### config.mk
export PLATFORM = sky130hd
export DESIGN_NAME = asc_seq_ctrl
export DESIGN_NICKNAME = d
export VERILOG_FILES = /design/src/asc_pkg.sv /design/src/asc_clk_if.sv /design/src/asc_tad_div.sv /design/src/asc_seq_ctrl.sv
export SDC_FILE = /design/constraint.sdc
export NUM_CORES = 1
export LEC_CHECK = 0
export BUFFER_PORTS_ARGS = -buffer_cell sky130_fd_sc_hd__buf_4
export CAP_MARGIN = 5
export CORE_UTILIZATION = 37
export DETAILED_ROUTE_END_ITERATION = 10
export PLACE_DENSITY_LB_ADDON = 0.2
export SETUP_SLACK_MARGIN = 0.05
export SYNTH_ARGS = -nofsm -noshare
export SYNTH_HDL_FRONTEND = slang
export SYNTH_HIERARCHICAL = 1
export SYNTH_SLANG_ARGS = --single-unit
### constraint.sdc
create_clock -name CLK -period 5.8 [get_ports CLK]
set_clock_uncertainty 0.05 [all_clocks]
set_input_delay 0.87 -clock CLK [delete_from_list [all_inputs] [get_ports CLK]]
set_output_delay 0.87 -clock CLK [all_outputs]
set_load 0.02 [all_outputs]
### src/asc_pkg.sv
// Constants for the converter sequencing and configuration block
package asc_pkg;
  // Register port widths
  localparam int AW = 4;
  localparam int DW = 16;

  // Register indices on the plain register port
  localparam logic [3:0] OFS_CTRL2  = 4'h0;
  localparam logic [3:0] OFS_CLK    = 4'h1;
  localparam logic [3:0] OFS_DMA    = 4'h2;
  localparam logic [3:0] OFS_AUX    = 4'h3;
  localparam logic [3:0] OFS_PRI    = 4'h4;
  localparam logic [3:0] OFS_SCAN_H = 4'h5;
  localparam logic [3:0] OFS_SCAN_L = 4'h6;
  localparam logic [3:0] OFS_PIN_DIGITAL_MODE_BITS_H = 4'h7;
  localparam logic [3:0] OFS_PIN_DIGITAL_MODE_BITS_L = 4'h8;
  localparam logic [3:0] OFS_MODE   = 4'h9;

  // Reset value of every register
  localparam logic [15:0] REG_RESET = 16'h0000;

  // Writable bits per register; the rest read as zero, except control register two bit 7, which reads the buffer half
  localparam logic [15:0] CTRL2_WMASK     = 16'hE73F;
  localparam logic [15:0] CLK_WMASK       = 16'h9FFF;
  localparam logic [15:0] AUX_WMASK       = 16'h0707;
  localparam logic [15:0] PRI_WMASK       = 16'h9F9F;
  localparam logic [15:0] PRI_SECOND_MASK = 16'h8F8F;

  // Control register two fields
  localparam int POS_REF_HI   = 15;
  localparam int POS_REF_LO   = 13;
  localparam int POS_SCAN_EN  = 10;
  localparam int POS_CHCNT_HI = 9;
  localparam int POS_CHCNT_LO = 8;
  localparam int POS_BUF_HALF = 7;
  localparam int POS_RATE_HI  = 5;
  localparam int POS_RATE_LO  = 2;
  localparam int POS_SPLIT    = 1;
  localparam int POS_ALT      = 0;

  // Clock timing register fields
  localparam int POS_RC      = 15;
  localparam int POS_SAMT_HI = 12;
  localparam int POS_SAMT_LO = 8;
  localparam int POS_DIV_HI  = 7;

  // Auxiliary and primary input select fields
  localparam int POS_NEG_B_HI  = 10;
  localparam int POS_NEG_B_LO  = 9;
  localparam int POS_POS_B     = 8;
  localparam int POS_NEG_A_HI  = 2;
  localparam int POS_NEG_A_LO  = 1;
  localparam int POS_POS_A     = 0;
  localparam int POS_PNEG_B    = 15;
  localparam int POS_PSEL_B_HI = 12;
  localparam int POS_PSEL_B_LO = 8;
  localparam int POS_PNEG_A    = 7;
  localparam int POS_PSEL_A_HI = 4;

  // Decodes
  localparam logic [1:0] AUX_NEG_HIGH = 2'h3;
  localparam logic [1:0] AUX_NEG_MID  = 2'h2;
  localparam logic [3:0] CHAN_ONE     = 4'h1;
  localparam logic [3:0] CHAN_TWO     = 4'h3;
  localparam logic [3:0] CHAN_FOUR    = 4'hF;
  localparam logic [4:0] SCAN_WRAP    = 5'h1F;
endpackage

### src/asc_clk_if.sv
// Link between the control block and its conversion clock divider
`timescale 1ns/100ps
interface asc_clk_if;
  logic [7:0] divisor;
  logic       use_rc;
  logic       tick;

  modport ctrl (output divisor, output use_rc, input tick);
  modport div  (input divisor, input use_rc, output tick);
endinterface

### src/asc_tad_div.sv
// Conversion clock divider running off the instruction clock
`timescale 1ns/100ps
module asc_tad_div (
  input wire logic clk,
  input wire logic reset,
  asc_clk_if.div   bus
);
  import asc_pkg::*;

  // Divider state
  typedef struct packed {
    logic [7:0] cnt;
    logic       tick;
  } asc_div_s;

  asc_div_s s;
  asc_div_s next_s;

  // One tick every divisor plus one instruction cycles
  always_comb begin
    next_s = s;
    next_s.tick = 1'b0;
    if (bus.use_rc) begin
      next_s.cnt = 8'h00; // Internal clock in use, divisor ignored
    end else if (s.cnt >= bus.divisor) begin
      next_s.cnt = 8'h00;
      next_s.tick = 1'b1;
    end else begin
      next_s.cnt = s.cnt + 8'h01;
    end
  end

  // State register
  always_ff @(posedge clk) begin
    if (reset) begin
      s <= '0;
    end else begin
      s <= next_s;
    end
  end

  assign bus.tick = s.tick;
endmodule

### src/asc_seq_ctrl.sv
// Converter sequencing, input selection and pin configuration control
`timescale 1ns/100ps
module asc_seq_ctrl #(
  parameter bit SECOND_CONVERTER = 1'b0,
  parameter int PIN_COUNT        = 32
) (
  input  wire logic [asc_pkg::AW-1:0] ADDR,
  input  wire logic                   CLK,
  input  wire logic                   RESET,
  input  wire logic [asc_pkg::DW-1:0] WDATA,
  input  wire logic                   WR,
  input  wire logic                   RD,
  output logic      [asc_pkg::DW-1:0] RDATA,
  input  wire logic                   SAMPLE_DONE,
  input  wire logic [15:0]            PEER_PIN_DIGITAL_MODE_BITS_LOW,
  output logic      [2:0]             REF_CONFIG,
  output logic      [3:0]             CHANNEL_ENABLE,
  output logic      [4:0]             CH0_POS_SEL,
  output logic                        CH0_NEG_AN1,
  output logic                        CH0_LOW_REF,
  output logic                        AUX_POS_AN3_5,
  output logic                        AUX_NEG_AN9_11,
  output logic                        AUX_NEG_AN6_8,
  output logic                        SAMPLE_SET_B,
  output logic                        SEQ_EVENT,
  output logic                        BUFFER_HALF,
  output logic      [7:0]             DMA_WORDS_PER_INPUT,
  output logic      [4:0]             AUTO_SAMPLE_TIME,
  output logic                        USE_RC_CLOCK,
  output logic                        CONV_CLK_TICK,
  output logic      [31:0]            PIN_DIGITAL
);
  import asc_pkg::*;

  // All registers and sequencing state
  typedef struct packed {
    logic [15:0] ctrl2;
    logic [15:0] clk_cfg;
    logic [2:0]  dma_len;
    logic [15:0] aux;
    logic [15:0] pri;
    logic [15:0] scan_h;
    logic [15:0] scan_l;
    logic [15:0] pin_digital_mode_bits_h;
    logic [15:0] pin_digital_mode_bits_l;
    logic        twelve_bit;
    logic [15:0] rdata;
    logic [4:0]  scan_ptr;
    logic        set_b;
    logic [3:0]  rate_cnt;
    logic        buf_half;
    logic        seq_event;
  } asc_state_s;

  asc_state_s  s;
  asc_state_s  next_s;
  logic [31:0] scan_mask;
  logic [31:0] present;
  logic [3:0]  rate;
  logic        scan_en;
  logic        split;
  logic        alt;
  logic        rate_hit;
  logic [4:0]  scan_step;
  logic [4:0]  scan_first;
  logic [4:0]  pos_raw;
  logic [15:0] ctrl2_eff;
  logic [15:0] aux_eff;
  logic [15:0] rd_val;
  logic [1:0]  aux_neg;
  asc_clk_if   clk_bus ();

  // Next included input after cur, wrapping; cur itself if none set
  function automatic logic [4:0] next_scan(input logic [31:0] mask, input logic [4:0] cur);
    logic [4:0] idx;
    logic       found;
    next_scan = cur;
    found = 1'b0;
    for (int i = 1; i <= 32; i++) begin
      idx = cur + 5'(i);
      if (!found && mask[idx]) begin
        next_scan = idx; // Cleared bits are skipped
        found = 1'b1;
      end
    end
  endfunction

  // Field views of the registers
  assign scan_mask  = {s.scan_h, s.scan_l};
  assign rate       = s.ctrl2[POS_RATE_HI:POS_RATE_LO];
  assign scan_en    = s.ctrl2[POS_SCAN_EN];
  assign split      = s.ctrl2[POS_SPLIT];
  assign alt        = s.ctrl2[POS_ALT];
  assign rate_hit   = SAMPLE_DONE && (s.rate_cnt >= rate); // Never misses a lowered rate
  assign scan_step  = next_scan(scan_mask, s.scan_ptr);
  assign scan_first = next_scan(scan_mask, SCAN_WRAP);

  // Inputs that physically exist on this part
  always_comb begin
    for (int i = 0; i < 32; i++) begin
      present[i] = (i < PIN_COUNT);
    end
  end

  // Twelve-bit mode hides channel count and auxiliary selects
  always_comb begin
    ctrl2_eff = s.ctrl2;
    ctrl2_eff[POS_BUF_HALF] = s.buf_half;
    if (s.twelve_bit) begin
      ctrl2_eff[POS_CHCNT_HI:POS_CHCNT_LO] = 2'b00;
    end
    aux_eff = s.twelve_bit ? 16'h0000 : s.aux;
  end

  // Register read decode, unmapped indices read zero
  always_comb begin
    case (ADDR)
      OFS_CTRL2:  rd_val = ctrl2_eff;
      OFS_CLK:    rd_val = s.clk_cfg;
      OFS_DMA:    rd_val = {13'h0000, s.dma_len};
      OFS_AUX:    rd_val = aux_eff;
      OFS_PRI:    rd_val = s.pri;
      OFS_SCAN_H: rd_val = s.scan_h;
      OFS_SCAN_L: rd_val = s.scan_l;
      OFS_PIN_DIGITAL_MODE_BITS_H: rd_val = s.pin_digital_mode_bits_h;
      OFS_PIN_DIGITAL_MODE_BITS_L: rd_val = s.pin_digital_mode_bits_l;
      OFS_MODE:   rd_val = {15'h0000, s.twelve_bit};
      default:    rd_val = 16'h0000;
    endcase
  end

  // Register writes and sample sequencing
  always_comb begin
    next_s = s;
    next_s.seq_event = 1'b0;
    next_s.rdata = RD ? rd_val : 16'h0000;
    if (WR) begin
      case (ADDR)
        OFS_CTRL2:  next_s.ctrl2 = WDATA & CTRL2_WMASK;
        OFS_CLK:    next_s.clk_cfg = WDATA & CLK_WMASK;
        OFS_DMA:    next_s.dma_len = WDATA[2:0];
        OFS_AUX:    next_s.aux = WDATA & AUX_WMASK;
        OFS_PRI:    next_s.pri = WDATA & (SECOND_CONVERTER ? PRI_SECOND_MASK : PRI_WMASK);
        OFS_SCAN_H: next_s.scan_h = WDATA; // Writable on every part
        OFS_SCAN_L: next_s.scan_l = WDATA;
        OFS_PIN_DIGITAL_MODE_BITS_H: begin
          if (!SECOND_CONVERTER) begin
            next_s.pin_digital_mode_bits_h = WDATA;
          end
        end
        OFS_PIN_DIGITAL_MODE_BITS_L: next_s.pin_digital_mode_bits_l = WDATA;
        OFS_MODE:   next_s.twelve_bit = WDATA[0];
        default:    next_s.rdata = next_s.rdata;
      endcase
    end
    if (SAMPLE_DONE) begin
      if (!s.set_b && scan_en) begin
        next_s.scan_ptr = scan_step;
      end
      next_s.set_b = ~s.set_b;
      if (rate_hit) begin
        next_s.rate_cnt = 4'h0;
        next_s.seq_event = 1'b1;
        next_s.buf_half = ~s.buf_half;
      end else begin
        next_s.rate_cnt = s.rate_cnt + 4'h1;
      end
    end
    // Scan restarts at the lowest included input while disabled
    if (!scan_en) begin
      next_s.scan_ptr = scan_first;
    end
    // Whole-buffer mode always refills from the start
    if (!split) begin
      next_s.buf_half = 1'b0;
    end
    if (!alt) begin
      next_s.set_b = 1'b0;
    end
  end

  // State register
  always_ff @(posedge CLK) begin
    if (RESET) begin
      s <= '0;
    end else begin
      s <= next_s;
    end
  end

  // Conversion clock divider
  assign clk_bus.divisor = s.clk_cfg[POS_DIV_HI:0];
  assign clk_bus.use_rc  = s.clk_cfg[POS_RC];

  asc_tad_div u_div (
    .clk   (CLK),
    .reset (RESET),
    .bus   (clk_bus)
  );

  // Positive input of sample channel zero
  assign pos_raw = s.set_b ? s.pri[POS_PSEL_B_HI:POS_PSEL_B_LO]
                 : (scan_en ? s.scan_ptr : s.pri[POS_PSEL_A_HI:0]);
  assign aux_neg = s.set_b ? aux_eff[POS_NEG_B_HI:POS_NEG_B_LO]
                 : aux_eff[POS_NEG_A_HI:POS_NEG_A_LO];

  // Channel count decode
  always_comb begin
    if (ctrl2_eff[POS_CHCNT_HI]) begin
      CHANNEL_ENABLE = CHAN_FOUR;
    end else if (ctrl2_eff[POS_CHCNT_LO]) begin
      CHANNEL_ENABLE = CHAN_TWO;
    end else begin
      CHANNEL_ENABLE = CHAN_ONE;
    end
  end

  // Outputs toward the converter core and pins
  assign RDATA               = s.rdata;
  assign REF_CONFIG          = s.ctrl2[POS_REF_HI:POS_REF_LO];
  assign CH0_POS_SEL         = SECOND_CONVERTER ? {1'b0, pos_raw[3:0]} : pos_raw;
  assign CH0_LOW_REF         = !present[pos_raw] || (SECOND_CONVERTER && pos_raw[4]);
  assign CH0_NEG_AN1         = s.set_b ? s.pri[POS_PNEG_B] : s.pri[POS_PNEG_A];
  assign AUX_POS_AN3_5       = s.set_b ? aux_eff[POS_POS_B] : aux_eff[POS_POS_A];
  assign AUX_NEG_AN9_11      = (aux_neg == AUX_NEG_HIGH);
  assign AUX_NEG_AN6_8       = (aux_neg == AUX_NEG_MID);
  assign SAMPLE_SET_B        = s.set_b;
  assign SEQ_EVENT           = s.seq_event;
  assign BUFFER_HALF         = s.buf_half;
  assign DMA_WORDS_PER_INPUT = 8'h01 << s.dma_len;
  assign AUTO_SAMPLE_TIME    = s.clk_cfg[POS_SAMT_HI:POS_SAMT_LO];
  assign USE_RC_CLOCK        = s.clk_cfg[POS_RC];
  assign CONV_CLK_TICK       = clk_bus.tick;
  // Either converter's low bits switch a shared pin to digital
  assign PIN_DIGITAL = {(SECOND_CONVERTER ? 16'h0000 : s.pin_digital_mode_bits_h), s.pin_digital_mode_bits_l | PEER_PIN_DIGITAL_MODE_BITS_LOW}
                     & present;
endmodule

# ---- Word-level counts from Yosys, hierarchy flattened
# Memory sizes are Yosys's and may differ from the RTL's.
# Index checks and enable logic that the tools add are counted.
dict set report totals {
  ff_bits 149
  mem_bits_ro 32
  input_bits 41
  output_inout_bits 83
  word_cells 463
  mem_count 1
}
# memory words word_bits rd rd_clocked_by_memory_dff wr line
set mem_list {}
lappend mem_list {{(name not given)} 32 1 1 0 0 asc_seq_ctrl.sv:222} ;# assign CH0_LOW_REF = !present[pos_raw] || (SECOND_CONVERTER && pos_raw[4]);
dict set report op_classes {
  addsub 33
  n_lt_le_gt_ge 35
  eq_ne 15
  shift 1
  muxes 208
  n_bitwise 6
  n_reduce_logical 146
}
# cell count
set ops {}
lappend ops {{5-bit 2-to-1 mux} 68}
lappend ops {{5-bit by 6-bit less-than comparator with 1-bit output (second input constant)} 33}
lappend ops {{1-bit binary-select mux with 5-bit select} 32}
lappend ops {{16-bit one-hot mux with 10 select lines} 1}
lappend ops {{1-bit 2-to-1 mux} 98}
lappend ops {{5-bit adder (second input constant)} 16}
lappend ops {{1-bit logical AND} 64}
lappend ops {{1-bit zero test} 64}
lappend ops {{5-bit by 4-bit adder with 5-bit output (second input constant)} 8}
lappend ops {{32-bit by 1-bit inequality test with 1-bit output (second input constant)} 1}
lappend ops {{2-bit AND reduction} 11}
lappend ops {{5-bit by 3-bit adder with 5-bit output (second input constant)} 4}
lappend ops {{4-bit by 3-bit equality test with 1-bit output (second input constant)} 4}
lappend ops {{16-bit 2-to-1 mux} 1}
lappend ops {{16-bit bitwise OR} 1}
lappend ops {{12-bit 2-to-1 mux} 1}
lappend ops {{11-bit 2-to-1 mux} 1}
lappend ops {{5-bit by 2-bit adder with 5-bit output (second input constant)} 2}
lappend ops {{8-bit by 1-bit adder with 8-bit output (second input constant)} 1}
lappend ops {{4-bit by 2-bit equality test with 1-bit output (second input constant)} 2}
lappend ops {{4-bit equality test (second input constant)} 2}
lappend ops {{8-bit greater-or-equal comparator} 1}
lappend ops {{2-bit 2-to-1 mux} 4}
lappend ops {{4-bit 2-to-1 mux} 2}
lappend ops {{13 further kinds} 22}

# ---- Depth between registers and ports, before layout
dict set report logic_depth {
  word_depth 100
  depth_mapped 24
  ltp_nobuf 15
}

# ---- Hierarchy
# Netlist, hierarchy kept.
# module n_inst cells_each area_per_inst_um2 seq_area_each_um2
set modules_own_cells {}
lappend modules_own_cells {asc_seq_ctrl 1 1599 12763.5 2802.7}
lappend modules_own_cells {asc_tad_div 1 63 569.3 180.2}

# ---- Least setup slack after synthesis
# No wires, ideal clock.
dict set report synth_timing {
  path_kind {flip-flop to flip-flop}
  start {reg s[8] in the netlist's numbering}
  end {reg s[10] in the netlist's numbering}
  setup_ps 92
  arrival_ps 5138
  slack_ps 519
  stages_incl_launch_ff 21
  synth_period_minus_slack_ps 5281
  path_cell_list {dfxtp_1 > buf_6 > buf_6 > buf_4 > clkbuf_1 > inv_1 > ha_1 > buf_6 > buf_8 > mux4_2 > mux4_2 > mux2i_2 > nand2b_2 > or4_4 > nor3_4 > nand4_1 > nor4b_2 > a41oi_4 > nand2_4 > mux2_4 > o32ai_1}
}
dict set report synth_via {
  elab_chain_cells 98
  word_cells_on_any_way 226
  classes_between {add/sub (31); eq/ne (2); mux (130); reduce/logical (63)}
}
# item line
set synth_rtl {}
lappend synth_rtl {{start, declared} asc_seq_ctrl.sv:55} ;# asc_state_s s;
lappend synth_rtl {{start signal, assigned} asc_seq_ctrl.sv:187} ;# s <= next_s;
lappend synth_rtl {{5-bit by 1-bit adder with 5-bit output} asc_seq_ctrl.sv:80} ;# idx = cur + 5'(i);
lappend synth_rtl {{1-bit binary-select mux with 5-bit select} asc_seq_ctrl.sv:81} ;# if (!found && mask[idx]) begin
lappend synth_rtl {{1-bit 2-to-1 mux (implied by the code)} asc_seq_ctrl.sv:81}
lappend synth_rtl {{1-bit 2-to-1 mux} asc_seq_ctrl.sv:81}
lappend synth_rtl {{1-bit zero test} asc_seq_ctrl.sv:81}
lappend synth_rtl {{1-bit logical AND} asc_seq_ctrl.sv:81}
lappend synth_rtl {{1-bit 2-to-1 mux} asc_seq_ctrl.sv:81}
lappend synth_rtl {{1-bit zero test} asc_seq_ctrl.sv:81}
lappend synth_rtl {{[... 82 more ...]} n/a}
lappend synth_rtl {{1-bit 2-to-1 mux} asc_seq_ctrl.sv:81}
lappend synth_rtl {{1-bit zero test} asc_seq_ctrl.sv:81}
lappend synth_rtl {{1-bit logical AND} asc_seq_ctrl.sv:81}
lappend synth_rtl {{5-bit 2-to-1 mux or 1-bit 2-to-1 mux (tied branches)} asc_seq_ctrl.sv:81}
lappend synth_rtl {{5-bit 2-to-1 mux or 1-bit zero test (tied branches)} asc_seq_ctrl.sv:81}
lappend synth_rtl {{5-bit 2-to-1 mux or 1-bit logical AND (tied branches)} {asc_seq_ctrl.sv:157, asc_seq_ctrl.sv:81}}
lappend synth_rtl {{12-bit 2-to-1 mux or 2-bit inequality test (tied branches)} n/a}
lappend synth_rtl {{5-bit 2-to-1 mux or 4-bit AND reduction (tied branches)} n/a}
# Several ways; a longest one is shown, not always the timed one. The select of a mux whose other input is x is not followed.
# A chain may end at the register's enable or synchronous reset.

# ---- Worst setup path after layout
dict set report layout_timing {
  start {reg s[8] in the netlist's numbering}
  end {reg s[8] in the netlist's numbering}
}
# The elaborated chain is that of the path after synthesis.

==> metrics <==
status=complete, no violations; Vias=between 10000 and 15000; Tmin final=roughly 5.5 ns; Core Area=~35000 sq um; H-Tree Depth=4; CTS tree=built; Worst path slowest cell=ha_1; Setup WS pre-CTS=0.4222 ns; Relative slew margins=~11%; CTS resizes=0; Crit path required time=approximately 6 ns; CP Cell Sequence=inv_1 > ha_1 > buf_4 > mux4_2 > mux4_2 > mux2i_2 > nand2b_2 > or4_4 > nor3_4 > nand4_1 > nor4b_2 > a41oi_4 > nand2_4 > a21oi_1 > a311oi_1; sequential share of the synthesized area=between 20% and 30%; Die H=191.8 microns; Final Hold Viols=0; CP Capture Type=flop; Post-Syn Instances=between 1500 and 2000; I/O Buffers=about 120; hold-fix buffers at CTS=0; Syn Std Cell Area=13330 sq um; #FFs+latches synth=roughly 150; placed inst area=between 10000 and 15000 sq um; DRC viols=0; io pins=124; wire per inst=roughly 26 microns; setup_tns=0 ns; DP HPWL=43130 microns; Clk pin slew, worst setup/hold paths=0.07 ns; Worst Hold Class=flop to flop; gpl congestion=around 1; Post-Syn Area per Cell=between 8 and 9 sq um; worst-path fanout max=13; final WL=56440 microns; syn nets=about 1700; vias in the first global route=between 10000 and 15000; Ys Warns=6; fin nets=approximately 1800; Skew-Pair Late Insertion Delay=~0.44 ns; Setup CP Type=flop to flop; max_cap viols=0; Tcrit/Tclk final=95.19%; Cell Rows=between 60 and 70; P&R area growth vs syn=13.20%; max-slew violation count=0; CTS Sinks=between 100 and 150; total gr overflow=0; CTS Buffer Depth=2; setup violators final=0; CP bufs+invs=2; Primary FF master, synth=dfxtp_1; LEAKAGE=roughly 0.0058 uW; antenna violations before repair=3; PD cells=258.0 nW/um^2; Final ANT Viol Nets=0; gr usage total=30.60%; Critical Path AT=between 5 and 6 ns; Worst-Margin Slew=1.320 ns; FF+latch area=around 3000 sq um; largest net degree at the start of global routing=80; RSZ-0062 raised after global routing=no; first-pass GRT wire length=~84000 microns; Post CTS Setup Buffer Count=0; fraction of layout cells with a size suffix above 1=22.69%; DIE WIDTH=191.8 microns; CP Launch Type=flop; fillers=3584; Post-synth EDFFs=0; routed vias/inst=between 6 and 7; Die ar.=roughly 37000 sq um; final instance area=~15000 sq um; Most common cell on crit path=mux4_2; Synth async-reset ratio=0%; cell family with most CP delay=simple AND/OR/NAND/NOR gates; root buf cell=clkbuf_16; Setup WS post-layout=~0.28 ns; post-layout util=42.54%; CP max stage delay=0.69 ns; overall power=roughly 3900 uW; TritonCTS buffer count=17; highest clock rate=between 150 and 200 MHz; Detailed Route Iter0 Violations=~1500; drt first pass iters=6; Multi-input gate area=around 9300 sq um; Initial Util=37.58%; Peak supply drop=between 0.0002 and 0.00025 V; synth unique cells=between 90 and 100
[worst min-delay path: stages (launching register included)]
cell	delay (ns)
dfxtp_1	0.33
nand2_1	0.06
a21oi_1	0.05
[where the power goes]
group | switching, uW | internal (uW) | leakage, uW | total [uW]
Clock | 526 | 614 | 0.000285 | 1140
Sequential | 38.1 | 1040 | 0.00120 | 1080
Combinational | 1050 | 623 | 0.00428 | 1680
Total | 1620 | 2280 | 0.00577 | 3890
[Yosys cell counts (16+ instances only)]
cell type | count | area share (%)
nand2b_1 | 23 | 1.1
a21oi_1 | 166 | 6.2
nand3_1 | 27 | 1.0
nor2_1 | 94 | 2.6
ha_1 | 27 | 2.5
buf_4 | 47 | 2.6
and3_1 | 19 | 0.89
xnor2_1 | 23 | 1.5
a22oi_1 | 30 | 1.7
inv_1 | 36 | 1.0
dfxtp_1 | 149 | 22
a31oi_1 | 26 | 1.2
or2_2 | 20 | 0.94
mux2_2 | 28 | 2.4
nor2b_1 | 16 | 0.75
mux4_2 | 73 | 12
mux2i_1 | 64 | 4.8
o21ai_0 | 47 | 1.8
and2_1 | 18 | 0.84
nor3_1 | 36 | 1.4
clkbuf_1 | 94 | 2.6
nand2_1 | 314 | 8.8
[logic make-up (layout without fill, tap and decap cells)]
family	after synthesis	count (layout)	share of synthesized area, %
muxes	182	182	21.37
AOI/OAI and AO/OA	416	416	20.33
buffers and inverters	209	266	7.761
other	2	3	0.05633
adders and majority gates	27	27	2.534
and+or+nand+nor	637	637	22.79
xor gates and xnor gates	40	40	2.797
DFF	149	149	22.37
[registers in the layout, indices dropped and copies added, names as in the netlist, 3 cells and up]
register	count
s	81
PIN_DIGITAL	16
RDATA	16
clk_bus.divisor	8
u_div/s	8
ctrl2_eff	6
AUTO_SAMPLE_TIME	5
REF_CONFIG	3
[final cells by class]
class	count	share of cell area, %
clock inverters	14	1.045
multi-input cells	1304	61.88
inverters	41	1.020
repair buffers	193	9.600
flip-flops and latches	149	19.78
clock buffers	18	2.843
diodes	1	0.01658
well taps	461	3.822
[stage by stage]
step | hold WS (ns) | std cells
2_1_floorplan | 0.3943 | 1662
3_3_place_gp | 0.4094 | 2148
3_5_place_dp | 0.4163 | 2148
4_1_cts | 0.4274 | 2180
5_1_grt | 0.4381 | 2180
6_report | 0.4296 | 2181
[worst paths after layout]
path                             start  endpoint  slack, ns  cells after the start
worst max-delay path              s[8]      s[8]       0.28                     15
worst min register to register  s[108]    s[108]       0.43                      2
worst min-delay path            s[108]    s[108]       0.43                      2
worst max register to register    s[8]      s[8]       0.28                     15
[layer usage]
metal | wire length, microns | global-route usage, %
met1 | 23200 | 41.14
met2 | 25480 | 48.32
met3 | 5335 | 5.079
met4 | 2390 | 12.79
met5 | 34 | 0
[layout by cell type (no fill, tap or decap), types with 10 or more instances in the layout]
master     instances
nand2b_1          23
nor3_1            34
nand4_1           13
mux4_2            73
xor2_1            14
a31oi_1           26
inv_1             36
a21oi_1          166
and3_1            19
a22oi_1           30
buf_4            193
ha_1              27
nor2b_1           16
and2_1            18
nand2_1          314
mux2_2            28
nand3_1           27
a22o_1            12
xnor2_1           22
dfxtp_1          147
clkbuf_16         17
nor2_1            94
mux2i_1           64
o21ai_0           47
or2_2             20
mux2_1            10
a211oi_1          15
o22ai_1           12
(Power assumes the default switching activity.)
